`src/rtl/tlic_cfg.svh`:
```
// Offsets, field positions, reset values and timing counts
// Assumes inclusion by the controller, the checker and the bench only
`ifndef TLIC_CFG_SVH
`define TLIC_CFG_SVH

// Register offsets
`define TLIC_OFS_MAIN 4'h0
`define TLIC_OFS_RCTL 4'h1
`define TLIC_OFS_CTL2 4'h2
`define TLIC_OFS_STAT 4'h3

// Main control fields
`define TLIC_B_GLOBAL_HIGH_ENABLE 7
`define TLIC_B_GLOBAL_LOW_ENABLE 6
`define TLIC_B_T0IE 5
`define TLIC_B_X0IE 4
`define TLIC_B_PCIE 3
`define TLIC_B_T0IF 2
`define TLIC_B_X0IF 1
`define TLIC_B_PCIF 0

// Reset control and control 2 fields
`define TLIC_B_PRIORITY_MODE_ENABLE 7
`define TLIC_B_EDGE 6
`define TLIC_B_T0IP 2
`define TLIC_B_PCIP 0
`define TLIC_CTL2_MASK 8'h45

// Status fields
`define TLIC_B_INH 1
`define TLIC_B_INL 0

// Reset values
`define TLIC_MAIN_RST 8'h00
`define TLIC_RCTL_RST 8'h00
`define TLIC_CTL2_RST 8'h45

// Vectors
`define TLIC_VEC_HIGH 21'h000008
`define TLIC_VEC_LOW 21'h000018

// Instruction cycles from acceptance to vector load
`define TLIC_ENTRY_CYC 2'h2

`endif

```
`src/rtl/tlic_pkg.sv`:
```
// Types used by the controller only
// Needs nothing from the configuration header
package tlic_pkg;
	typedef enum logic [1:0] {
		TLIC_RUN,
		TLIC_ENTRY
	} tlic_state_t;

	typedef enum logic {
		TLIC_LVL_HIGH,
		TLIC_LVL_LOW
	} tlic_level_t;
endpackage

```
`src/rtl/tlic_ctrl.sv`:
```
// Two-level interrupt controller for a small 8-bit core
// Assumes instr_en pulses once per instruction cycle and
// the core takes stack_push and pc_load in the same cycle
//
// Decided for this implementation: strobed register access and the register offsets.
`include "tlic_cfg.svh"

module tlic_ctrl #(
	parameter int PORT_W = 4,
	parameter int VEC_W  = 21
) (
	input  wire logic              core_clk,
	input  wire logic              rstn,
	input  wire logic [3:0]        reg_addr,
	input  wire logic [7:0]        reg_wdata,
	input  wire logic              reg_wr,
	input  wire logic              reg_rd,
	output logic      [7:0]        reg_rdata,
	input  wire logic              instr_en,
	input  wire logic              timer_zero_ovf,
	input  wire logic              ext_pin_zero,
	input  wire logic [PORT_W-1:0] upper_port_pins,
	input  wire logic              port_b_read,
	input  wire logic              periph_req_high,
	input  wire logic              periph_req_low,
	input  wire logic              return_from_irq_instr,
	output logic                   irq_pending,
	output logic                   stack_push,
	output logic                   pc_load,
	output logic      [VEC_W-1:0]  pc_vector,
	output logic                   in_high_isr,
	output logic                   in_low_isr
);

	function automatic logic hit(input logic [3:0] a, input logic [3:0] o);
		hit = (a == o);
	endfunction

	logic [7:0]        main_r;
	logic              priority_mode_enable;
	logic [7:0]        ctl2;
	logic [PORT_W-1:0] port_latch;
	logic              pin_prev;
	tlic_pkg::tlic_state_t state;
	tlic_pkg::tlic_level_t lvl;
	logic [1:0]        cnt;

	// Register decode
	wire wr_main = reg_wr && hit(reg_addr, `TLIC_OFS_MAIN);
	wire wr_rctl = reg_wr && hit(reg_addr, `TLIC_OFS_RCTL);
	wire wr_ctl2 = reg_wr && hit(reg_addr, `TLIC_OFS_CTL2);

	wire global_high_enable = main_r[`TLIC_B_GLOBAL_HIGH_ENABLE];
	wire global_low_enable = main_r[`TLIC_B_GLOBAL_LOW_ENABLE];
	wire t0ie = main_r[`TLIC_B_T0IE];
	wire x0ie = main_r[`TLIC_B_X0IE];
	wire pcie = main_r[`TLIC_B_PCIE];
	wire t0if = main_r[`TLIC_B_T0IF];
	wire x0if = main_r[`TLIC_B_X0IF];
	wire pcif = main_r[`TLIC_B_PCIF];

	// Source conditions; only the pin is sampled once per instruction cycle
	// edge select
	wire pin_edge = instr_en && (ctl2[`TLIC_B_EDGE] ?
		(ext_pin_zero && !pin_prev) : (!ext_pin_zero && pin_prev));
	wire mismatch = (upper_port_pins != port_latch);

	wire set_t0 = timer_zero_ovf;
	wire set_x0 = pin_edge;
	// Port read snapshots the pins and ends the mismatch
	wire set_pc = mismatch && !port_b_read;

	// Enabled per-source requests
	wire t0_req = t0if && t0ie;
	wire x0_req = x0if && x0ie;
	wire pc_req = pcif && pcie;

	// priority bits only count in priority mode
	wire t0_high = !priority_mode_enable || ctl2[`TLIC_B_T0IP];
	wire pc_high = !priority_mode_enable || ctl2[`TLIC_B_PCIP];

	wire any_high = x0_req || (t0_req && t0_high) || (pc_req && pc_high) || periph_req_high;
	wire any_low  = (t0_req && !t0_high) || (pc_req && !pc_high) || periph_req_low;

	// bit7 gates high sources in priority mode
	// bit7 clear disables low as well
	// high runs over a low routine
	wire pm_high = global_high_enable && any_high;
	// bit6 gates low sources in priority mode
	// no low while high routine runs
	wire pm_low = global_high_enable && global_low_enable && any_low && !in_high_isr;

	// compat, bit6 gates peripherals, bit7 gates all
	wire cm_core = t0_req || x0_req || pc_req;
	wire cm_per  = global_low_enable && (periph_req_high || periph_req_low);
	wire cm_req  = global_high_enable && (cm_core || cm_per);

	// two-level only with the mode bit set
	// high wins a tie, low stays pending
	wire take_high = priority_mode_enable ? pm_high : cm_req;
	wire take_low  = priority_mode_enable && !pm_high && pm_low;
	wire accept = (state == tlic_pkg::TLIC_RUN) && (take_high || take_low);
	// Entry ends on the second instruction pulse
	wire entry_done = (state == tlic_pkg::TLIC_ENTRY) && instr_en && (cnt == 2'h1);

	assign irq_pending = take_high || take_low;

	wire clr_global_high_enable = accept && take_high;
	wire clr_global_low_enable = accept && !take_high;

	wire ret_high = return_from_irq_instr && in_high_isr;
	wire ret_low  = return_from_irq_instr && !in_high_isr && in_low_isr;
	wire ret_global_low_enable = ret_low && priority_mode_enable;
	wire ret_global_high_enable = ret_high || (ret_low && !priority_mode_enable);

	// Software writes; hardware sets and clears override them
	// enable bits written by software
	// no write guard against memory moves
	wire [7:0] sw_main = wr_main ? {reg_wdata[7:1], pcif} : main_r;

	logic [7:0] next_main;
	always_comb
	begin
		next_main = sw_main;
		if (clr_global_high_enable && !ret_global_high_enable)
			next_main[`TLIC_B_GLOBAL_HIGH_ENABLE] = 1'b0;
		if (ret_global_high_enable)
			next_main[`TLIC_B_GLOBAL_HIGH_ENABLE] = 1'b1;
		if (clr_global_low_enable && !ret_global_low_enable)
			next_main[`TLIC_B_GLOBAL_LOW_ENABLE] = 1'b0;
		if (ret_global_low_enable)
			next_main[`TLIC_B_GLOBAL_LOW_ENABLE] = 1'b1;
		// timer and pin flags set, set wins
		if (set_t0)
			next_main[`TLIC_B_T0IF] = 1'b1;
		if (set_x0)
			next_main[`TLIC_B_X0IF] = 1'b1;
		next_main[`TLIC_B_PCIF] = set_pc || (pcif && !port_b_read);
	end

	always_ff @(posedge core_clk)
	begin
		if (!rstn)
			main_r <= `TLIC_MAIN_RST;
		else
			main_r <= next_main;
	end

	// Reset image of the reset control register
	wire [7:0] rctl_rst = `TLIC_RCTL_RST;

	always_ff @(posedge core_clk)
	begin
		if (!rstn)
		begin
			priority_mode_enable <= rctl_rst[`TLIC_B_PRIORITY_MODE_ENABLE];
			ctl2 <= `TLIC_CTL2_RST;
		end
		else
		begin
			if (wr_rctl)
				priority_mode_enable <= reg_wdata[`TLIC_B_PRIORITY_MODE_ENABLE];
			if (wr_ctl2)
				ctl2 <= reg_wdata & `TLIC_CTL2_MASK;
		end
	end

	// Pin history and port snapshot
	always_ff @(posedge core_clk)
	begin
		if (!rstn)
		begin
			pin_prev   <= 1'b0;
			port_latch <= '0;
		end
		else
		begin
			if (instr_en)
				pin_prev <= ext_pin_zero;
			if (port_b_read)
				port_latch <= upper_port_pins;
		end
	end

	// fixed entry delay in instruction cycles
	tlic_pkg::tlic_state_t next_state;
	tlic_pkg::tlic_level_t next_lvl;
	logic [1:0]            next_cnt;

	always_comb
	begin
		next_state = state;
		next_lvl   = lvl;
		next_cnt   = cnt;
		case (state)
			tlic_pkg::TLIC_RUN:
			begin
				if (accept)
				begin
					next_state = tlic_pkg::TLIC_ENTRY;
					next_lvl   = take_high ? tlic_pkg::TLIC_LVL_HIGH : tlic_pkg::TLIC_LVL_LOW;
					next_cnt   = `TLIC_ENTRY_CYC;
				end
			end
			tlic_pkg::TLIC_ENTRY:
			begin
				if (instr_en)
					next_cnt = cnt - 2'h1;
				if (entry_done)
					next_state = tlic_pkg::TLIC_RUN;
			end
			default:
				next_state = tlic_pkg::TLIC_RUN;
		endcase
	end

	always_ff @(posedge core_clk)
	begin
		if (!rstn)
		begin
			state <= tlic_pkg::TLIC_RUN;
			lvl   <= tlic_pkg::TLIC_LVL_HIGH;
			cnt   <= 2'h0;
		end
		else
		begin
			state <= next_state;
			lvl   <= next_lvl;
			cnt   <= next_cnt;
		end
	end

	// push return address and load vector
	wire [VEC_W-1:0] vec_sel = (lvl == tlic_pkg::TLIC_LVL_HIGH) ?
		VEC_W'(`TLIC_VEC_HIGH) : VEC_W'(`TLIC_VEC_LOW);

	always_ff @(posedge core_clk)
	begin
		if (!rstn)
		begin
			stack_push <= 1'b0;
			pc_load    <= 1'b0;
			pc_vector  <= '0;
		end
		else
		begin
			// Push and load share one pulse
			stack_push <= entry_done;
			pc_load    <= entry_done;
			if (entry_done)
				pc_vector <= vec_sel;
		end
	end

	// Service tracking for nesting and return
	wire enter_high = accept && take_high;
	wire enter_low  = accept && !take_high;

	logic next_in_high;
	logic next_in_low;

	always_comb
	begin
		next_in_high = in_high_isr;
		next_in_low  = in_low_isr;
		if (enter_high)
			next_in_high = 1'b1;
		else if (ret_high)
			next_in_high = 1'b0;
		if (enter_low)
			next_in_low = 1'b1;
		else if (ret_low)
			next_in_low = 1'b0;
	end

	always_ff @(posedge core_clk)
	begin
		if (!rstn)
		begin
			in_high_isr <= 1'b0;
			in_low_isr  <= 1'b0;
		end
		else
		begin
			in_high_isr <= next_in_high;
			in_low_isr  <= next_in_low;
		end
	end

	// Read mux, unmapped reads zero
	wire [7:0] rd_rctl = {priority_mode_enable, 7'h00};
	wire [7:0] rd_stat = {6'h00, in_high_isr, in_low_isr};
	wire [7:0] rd_mux =
		hit(reg_addr, `TLIC_OFS_MAIN) ? main_r :
		hit(reg_addr, `TLIC_OFS_RCTL) ? rd_rctl :
		hit(reg_addr, `TLIC_OFS_CTL2) ? ctl2 :
		hit(reg_addr, `TLIC_OFS_STAT) ? rd_stat : 8'h00;

	// Read data stand one cycle, zero otherwise
	always_ff @(posedge core_clk)
	begin
		if (!rstn)
			reg_rdata <= 8'h00;
		else if (reg_rd)
			reg_rdata <= rd_mux;
		else
			reg_rdata <= 8'h00;
	end

endmodule

```
`config.mk`:
```
export PLATFORM = sky130hd
export DESIGN_NAME = tlic_ctrl
export DESIGN_NICKNAME = d
export VERILOG_FILES = /design/src/rtl/tlic_pkg.sv /design/src/rtl/tlic_ctrl.sv
export VERILOG_INCLUDE_DIRS = /design/src /design/src/rtl
export SDC_FILE = /design/constraint.sdc
export NUM_CORES = 1
export LEC_CHECK = 0
export ABC_AREA = 1
export BUFFER_PORTS_ARGS = -buffer_cell sky130_fd_sc_hd__buf_4
export CAP_MARGIN = 15
export CORE_MARGIN = 3
export CORE_UTILIZATION = 50
export DETAILED_ROUTE_END_ITERATION = 12
export PLACE_DENSITY_LB_ADDON = 0.12
export SETUP_SLACK_MARGIN = 0.1
export SLEW_MARGIN = 10
export SYNTH_ARGS = -nofsm -noshare
export SYNTH_HDL_FRONTEND = slang
export SYNTH_SLANG_ARGS = --single-unit
```
`constraint.sdc`:
```
create_clock -name core_clk -period 2.2 [get_ports core_clk]
set_clock_uncertainty 0.1 [all_clocks]
set_input_delay 0 -clock core_clk [delete_from_list [all_inputs] [get_ports core_clk]]
set_output_delay 0 -clock core_clk [all_outputs]
set_load 0.01 [all_outputs]
```
==> flow_metrics.py, run 1 <==
metrics = {
    "run_status": {
        "status": "finished with violations",
        "violations": "hold timing",
    },
    "final_layout": {
        "num_antenna_cells": 0,
        "syn_to_final_growth_pct": 43.0,
        "drive_gt1_share_pct": 21.8,
        "layout.cells.non_filler": 347,
        "final_area_sq_mm": 0.00238,
        "final_nets": 330,
    },
    "global_routing": {
        "groute.usage.overall_pct": 21.8,
        "overflow": 0,
        "grt_max_degree": 21,
        "use_met1_pct": 26.2,
        "busiest_layer": "met2",
        "grt_pass1_wl_um": 6900,
        "antenna_found_initial": 0,
        "grt.met2_usage_pct": 37.2,
        "grt_pass1_vias": 1567,
        "met3_usage_pct": 6.24,
    },
    "die": {
        "rows": 20,
        "initial_utilization_pct": 53.6,
        "core_region_area_sq_mm": 0.00310,
        "io_pins": 61,
        "die_height_um": 63.7,
        "die_area_sq_mm": 0.00405,
        "dieWidth_um": 63.7,
    },
    "min_path": {
        "hold_end": "reg_rdata[5]",
        "hp-start": "reg_addr[2]",
        "min_delay_path_depth": 4,
        "hold_class": "in -> reg",
    },
    "worst_setup_path": {
        "ff2ff_path_depth": 10,
        "path_max_fanout": 3,
        "required_ns": 2.34,
        "reg2reg_from": "main_r[0]",
        "start_kind": "register",
        "crit_arrival_ns": 2.06,
        "end_kind": "register",
        "r2r_slack_ns": 0.28,
        "worstSetupPathType": "reg -> reg",
        "regToRegEndpoint": "main_r[7]",
    },
    "clock_tree": {
        "cts.sinks": 34,
        "cts_tree": "done",
        "cts.clk_slew.worst_paths_ns": 0.10,
        "h-tree-depth": 2,
        "post_cts_buffers": 0,
        "cts.path.max_buffers": 2,
        "clk_latency_ns": 0.34,
        "root_buffer": "clkbuf_4",
        "numCtsBuffers": 5,
    },
    "drt": {
        "routed_wl_um": 4020,
        "vias": 1649,
        "drtAntennaViolNets": 0,
        "wl_per_cell_um": 11.6,
        "dr.pass1.iters": 4,
        "drt_iter0_drc": 123,
        "drc": 0,
        "drt-vias-per-instance": 4.75,
    },
    "timing": {
        "period_minus_slack_ns": 1.92,
        "fmax_mhz": 520,
        "hold_violations": 1,
        "setup_viol": 0,
        "fin_crit_sh_pct": 87.3,
        "finalMaxSlewViolations": 0,
        "rsz0062_at_grt": "false",
        "tns_ns": 0,
        "hold-worst-slack_ns": -0.000939,
    },
    "placement": {
        "hpwlAfterDp_um": 2640,
        "dp_cells": 301,
        "io_buffers": 41,
        "placed_area_sq_mm": 0.00192,
        "gp_congestion": 0.911,
    },
    "synth": {
        "synth-compound-area-share_pct": 16.9,
        "ys_types": 30,
        "synth_top_family_by_area": "simple AND/OR/NAND/NOR gates",
        "avgSynthCellArea_sq_um": 7.46,
        "synth_xor_area_share_pct": 1.05,
        "ys_warn_count": 0,
        "seq_area_frac_synth_pct": 40.9,
        "synth_cells": 223,
        "synth.area.mux_share_pct": 0,
        "yosys.area_share.simple_pct": 21.7,
        "ys_ff_latch": 34,
        "synth_area_sq_mm": 0.00166,
        "synthAdderAreaFrac_pct": 0.752,
    },
    "power": {
        "leakage_nw": 1.10,
        "pwr_density_cell_mw_per_mm2": 533,
        "peakVddDrop_mv": 0.419,
    },
    "run": {
        "drv_cap": 0,
    },
}
## power breakdown
group | internal (mW) | switching (mW) | leakage [nW]
Combinational | 0.101 | 0.0869 | 0.779
Clock | 0.218 | 0.215 | 0.0446
Sequential | 0.632 | 0.0135 | 0.277
## worst max path at each step
stage,startpoint,depth (start not counted),endpoint
finish,main_r[0],10,main_r[7]
global route,main_r[0],10,main_r[7]
CTS,reg_addr[3],7,reg_rdata[7]
detailed placement,priority_mode_enable,11,cnt[0]
global placement,priority_mode_enable,11,cnt[0]
floorplan,priority_mode_enable,12,cnt[0]
## synth_stat cells, drive strengths merged
master,number,area (sq um)
o22ai,3,18.8
a31oi,1,6.26
o211ai,2,15.0
buf,22,166
a31o,1,8.76
dfxtp,34,681
o21ai,20,104
conb,1,3.75
xnor2,2,17.5
nor3,3,15.0
nand3,14,75.1
a21oi,19,103
nand2,39,161
inv,33,126
o32ai,2,17.5
clkbuf,3,11.3
nand4,5,31.3
a211oi,1,7.51
clkinv,1,3.75
nor2,16,77.6
ha,1,12.5
## layout by cell type, fill, tap and decap left out, drive strengths merged
cell type	n
buf	41
nand2	39
dlygate4sd3	37
dfxtp	34
inv	33
o21ai	20
conb	19
a21oi	19
nor2	16
nand3	14
clkbuf	8
nand4	5
nor3	3
o22ai	3
o211ai	2
o32ai	2
xnor2	2
clkinv	1
a31oi	1
a31o	1
a211oi	1
ha	1
dlymetal6s4s	1
## area by class of cell
| class | instances | area (sq um) |
|---|---|---|
| fillers | 248 | 724 |
| flip-flops and latches | 34 | 682 |
| multi-input cells | 148 | 742 |
| clock buffers | 8 | 78.8 |
| repair buffers | 79 | 691 |
| inverters | 34 | 130 |
| well taps | 44 | 55.1 |
## flip-flops by register name, summed over array words and instances (netlist names)
signal and count:
in_high_isr 1, priority_mode_enable 1, ctl2 3, state 1, pc_load 1, reg_rdata 8, cnt 2, pc_vector 2
port_latch 4, lvl 1, in_low_isr 1, pin_prev 1, main_r 8
## worst max-delay path: stages, from the launching register on
cell and delay, ns:
dfxtp_1 0.40, nand2_1 0.10, inv_1 0.09, o21ai_2 0.06, nand3_2 0.06, nand2_2 0.06
nand2_2 0.07, nand3_1 0.15, nand2_1 0.10, a21oi_1 0.06, dlygate4sd3_1 0.57
## what timing repair did
action                                 4_1_cts  5_1_grt
hold buffers                                38        0
setup endpoints to repair                    0        3
resized for setup                            0        3
endpoints found under the hold margin       28        0
## stage by stage
stage	util [%]	hold slack [ns]	worst slack [ns]	power, mW
after floorplan	-	0.0262	0.881	0.759
after global placement	61.7	0.120	0.728	0.791
after detailed placement	61.7	0.129	0.678	0.792
after CTS	76.5	0.00200	0.129	1.26
after global routing	76.7	0.0347	0.140	1.33
final	76.7	-0.000939	0.278	1.27
## per-layer routing
metal,up-vias,wire (um)
li1,843,-
met5,-,0
met1,739,1720
met3,6,302
met2,61,1940
met4,0,56
## cell families after synthesis
kind of cell    after synthesis
xor+xnor                      2
fa+ha+maj                     1
other cells                   1
flops                        34
compound gates               49
simple gates                 77
buf+inv                      59
Note: power is estimated with default switching activity, not from simulation.
==> run 2, diff against run 1 <==
- ABC_AREA: 1 -> unset
- ABC_CLOCK_PERIOD_IN_PS: unset -> 2200
==> run 2 against run 1 <==
  * Register-to-register slack worse by 0.09 ns
  * Via count is 8.9% lower
  * Sequential power is 0.9% lower
  * Critical path type unchanged
  * Critical endpoint is now in_high_isr
  * Utilization is 2.2 points lower
  * Total power is 8.3% lower
  * Cell count is 14% lower
  * Synthesized cell count is 19% lower
  * Critical path depth is 5 lower
  * The flow now finishes without violations
  * Area after synthesis is 0.83% higher
==> flow_metrics.py, run 2 <==
metrics = {
    "timing": {
        "tns_ns": 0,
        "fmax_mhz": 496,
        "finalMaxSlewViolations": 0,
        "worst_pin_slew_ns": 0.517,
        "fin_crit_sh_pct": 91.6,
        "setup_viol": 0,
        "hold_violations": 0,
        "rsz0062_at_grt": "false",
        "slew_headroom_pct": 65.4,
        "period_minus_slack_ns": 2.01,
    },
    "clock_tree": {
        "post_cts_buffers": 0,
        "root_buffer": "clkbuf_4",
        "clk_latency_ns": 0.34,
        "h-tree-depth": 2,
        "cts.path.max_buffers": 2,
        "cts.clk_slew.worst_paths_ns": 0.10,
        "cts_tree": "done",
        "numCtsBuffers": 5,
        "cts.sinks": 34,
    },
    "synth": {
        "synth_top_cell_area_share_pct": 40.6,
        "synth_edf_count": 0,
        "synthAdderAreaFrac_pct": 0.746,
        "synth_area_sq_mm": 0.00168,
        "synth_most_common_cell": "dfxtp_1",
        "ys_ff_latch": 34,
        "synth_xor_area_share_pct": 2.61,
        "synthTopCellsByCount": "dfxtp_1, buf_4, mux2i_1, nand2_1, nor2_1",
        "async_flop_share_pct": 0,
        "ys_warn_count": 0,
        "yosys.area_share.simple_pct": 19.1,
        "seq_area_frac_synth_pct": 40.6,
        "ys.flop_type": "dfxtp_1",
        "synth-compound-area-share_pct": 12.6,
        "synth_top_family_by_area": "simple AND/OR/NAND/NOR gates",
        "synth.area.mux_share_pct": 11.4,
        "ys_types": 42,
        "synthTopCellsByArea": "dfxtp_1, mux2i_1, buf_4",
        "synth_cells": 180,
        "avgSynthCellArea_sq_um": 9.31,
        "yosys.area.top_type": "dfxtp_1",
    },
    "final_layout": {
        "final_cell_mix": "buf_4, dfxtp_1, dlygate4sd3_1, conb_1, mux2i_1",
        "nFillCells": 251,
        "syn_to_final_growth_pct": 38.9,
        "reg.largest.list": "main_r x8, reg_rdata x8, port_latch x4",
        "drive_gt1_share_pct": 24.3,
        "num_antenna_cells": 0,
        "final_nets": 282,
        "layout_commonest_cell": "buf_4",
        "fin_util_pct": 74.4,
    },
    "global_routing": {
        "grt_pass1_vias": 1481,
        "groute.usage.overall_pct": 20.3,
        "antenna_found_initial": 0,
        "grt_pass1_wl_um": 6460,
        "overflow": 0,
        "grt_max_degree": 19,
    },
    "power": {
        "p_int_mw": 0.872,
        "p_sw_mw": 0.290,
        "leakage_nw": 1.03,
        "pwr_density_cell_mw_per_mm2": 499,
        "power_frac_seq_pct": 55.0,
        "switching_share_pct": 25.0,
        "p_clk_share_pct": 30.9,
        "power.share.combinational_pct": 14.1,
        "peakVddDrop_mv": 0.379,
    },
    "drt": {
        "drt_iter0_drc": 47,
        "drt-vias-per-instance": 5.03,
        "dr.pass1.iters": 4,
        "routed_wl_um": 3950,
        "drc": 0,
        "drtAntennaViolNets": 0,
        "wl_per_cell_um": 13.2,
        "vias": 1503,
    },
    "run_status": {
        "status": "completed",
    },
    "die": {
        "initial_utilization_pct": 53.6,
        "die_height_um": 63.9,
        "io_pins": 61,
        "rows": 20,
        "die_area_sq_mm": 0.00408,
        "core_region_area_sq_mm": 0.00313,
        "dieWidth_um": 63.9,
    },
    "worst_setup_path": {
        "end_kind": "register",
        "crit_arrival_ns": 2.14,
        "worstSetupPathType": "reg -> reg",
        "ff2ff_path_depth": 5,
        "required_ns": 2.33,
        "path_max_fanout": 10,
        "start_kind": "register",
    },
    "placement": {
        "hpwlAfterDp_um": 2650,
        "gp_congestion": 0.791,
        "io_buffers": 41,
    },
    "min_path": {
        "hold_class": "in -> reg",
        "min_delay_path_depth": 5,
    },
    "run": {
        "drv_cap": 0,
    },
}
-- run 2: cell count changes after synthesis, moves of 5 or more --
cell	previous run	this run
nand2_2	6	1
inv_1	32	7
nand4_1	5	0
nand2_1	33	14
mux2i_1	0	18
o21ai_0	19	2
a21oi_1	17	10
-- run 2: worst max-delay path, stage by stage, from the launching register on --
cell           delay, ns
dfxtp_1             0.52
and2b_4             0.22
a41oi_4             0.13
and3_4              0.22
o21a_1              0.17
dlygate4sd3_1       0.55
-- run 2: worst paths after layout --
check	slack, ns	to	startpoint
max	0.19	in_high_isr	priority_mode_enable
min	0.04	priority_mode_enable	reg_addr[2]
max reg2reg	0.19	in_high_isr	priority_mode_enable
min reg2reg	0.36	pc_vector[3]	pc_vector[3]
-- run 2: kinds of logic (layout without fill, tap and decap cells) --
family	count (synthesis)	in the layout
xor gates and xnor gates	5	5
DFF	34	34
buffers and inverters	34	91
adders and majority gates	1	1
muxes	19	19
other	1	19
AOI/OAI and AO/OA	26	26
and+or+nand+nor	60	60
-- run 2: metrics by stage --
step / power, mW / instance area, sq um / worst slack (ns) / cells / hold slack (ns)
2_1_floorplan: 0.745 / 1740 / 0.834 / 198 / 0.0251
3_3_place_gp: 0.770 / 1920 / 0.753 / 257 / 0.115
3_5_place_dp: 0.774 / 1920 / 0.659 / 257 / 0.128
4_1_cts: 1.16 / 2320 / 0.194 / 299 / 0.0209
5_1_grt: 1.21 / 2330 / 0.123 / 299 / 0.0436
6_report: 1.16 / 2330 / 0.185 / 299 / 0.0434
-- run 2: final cells by class --
type / instances / area, sq um / area share [%]
clock inverters: 1 / 5.00 / 0.215
well taps: 44 / 55.1 / 2.36
inverters: 8 / 33.8 / 1.45
repair buffers: 75 / 648 / 27.8
multi-input cells: 130 / 851 / 36.5
flip-flops and latches: 34 / 681 / 29.2
clock buffers: 7 / 55.1 / 2.36
-- run 2: per-layer routing --
metal	share of wire (%)	track usage (%)	vias up	wire length, um
li1	-	-	728	-
met1	44	24.1	712	1720
met2	48	32.4	53	1880
met3	6.4	7.38	10	251
met4	2.4	9.43	0	95
met5	0	0	-	0
-- run 2: power groups by stage --
stage | Combinational, mW | Clock, mW | Sequential (mW)
floorplan | 0.0951 | 0 | 0.650
global placement | 0.117 | 0 | 0.652
detailed placement | 0.121 | 0 | 0.653
CTS | 0.159 | 0.365 | 0.639
global route | 0.179 | 0.394 | 0.641
finish | 0.164 | 0.359 | 0.639
-- run 2: what timing repair did --
action,in CTS,in global routing
endpoints found under the hold margin,33,0
hold buffers,34,0
gates resized for setup,0,1
endpoints found under the setup margin,0,1
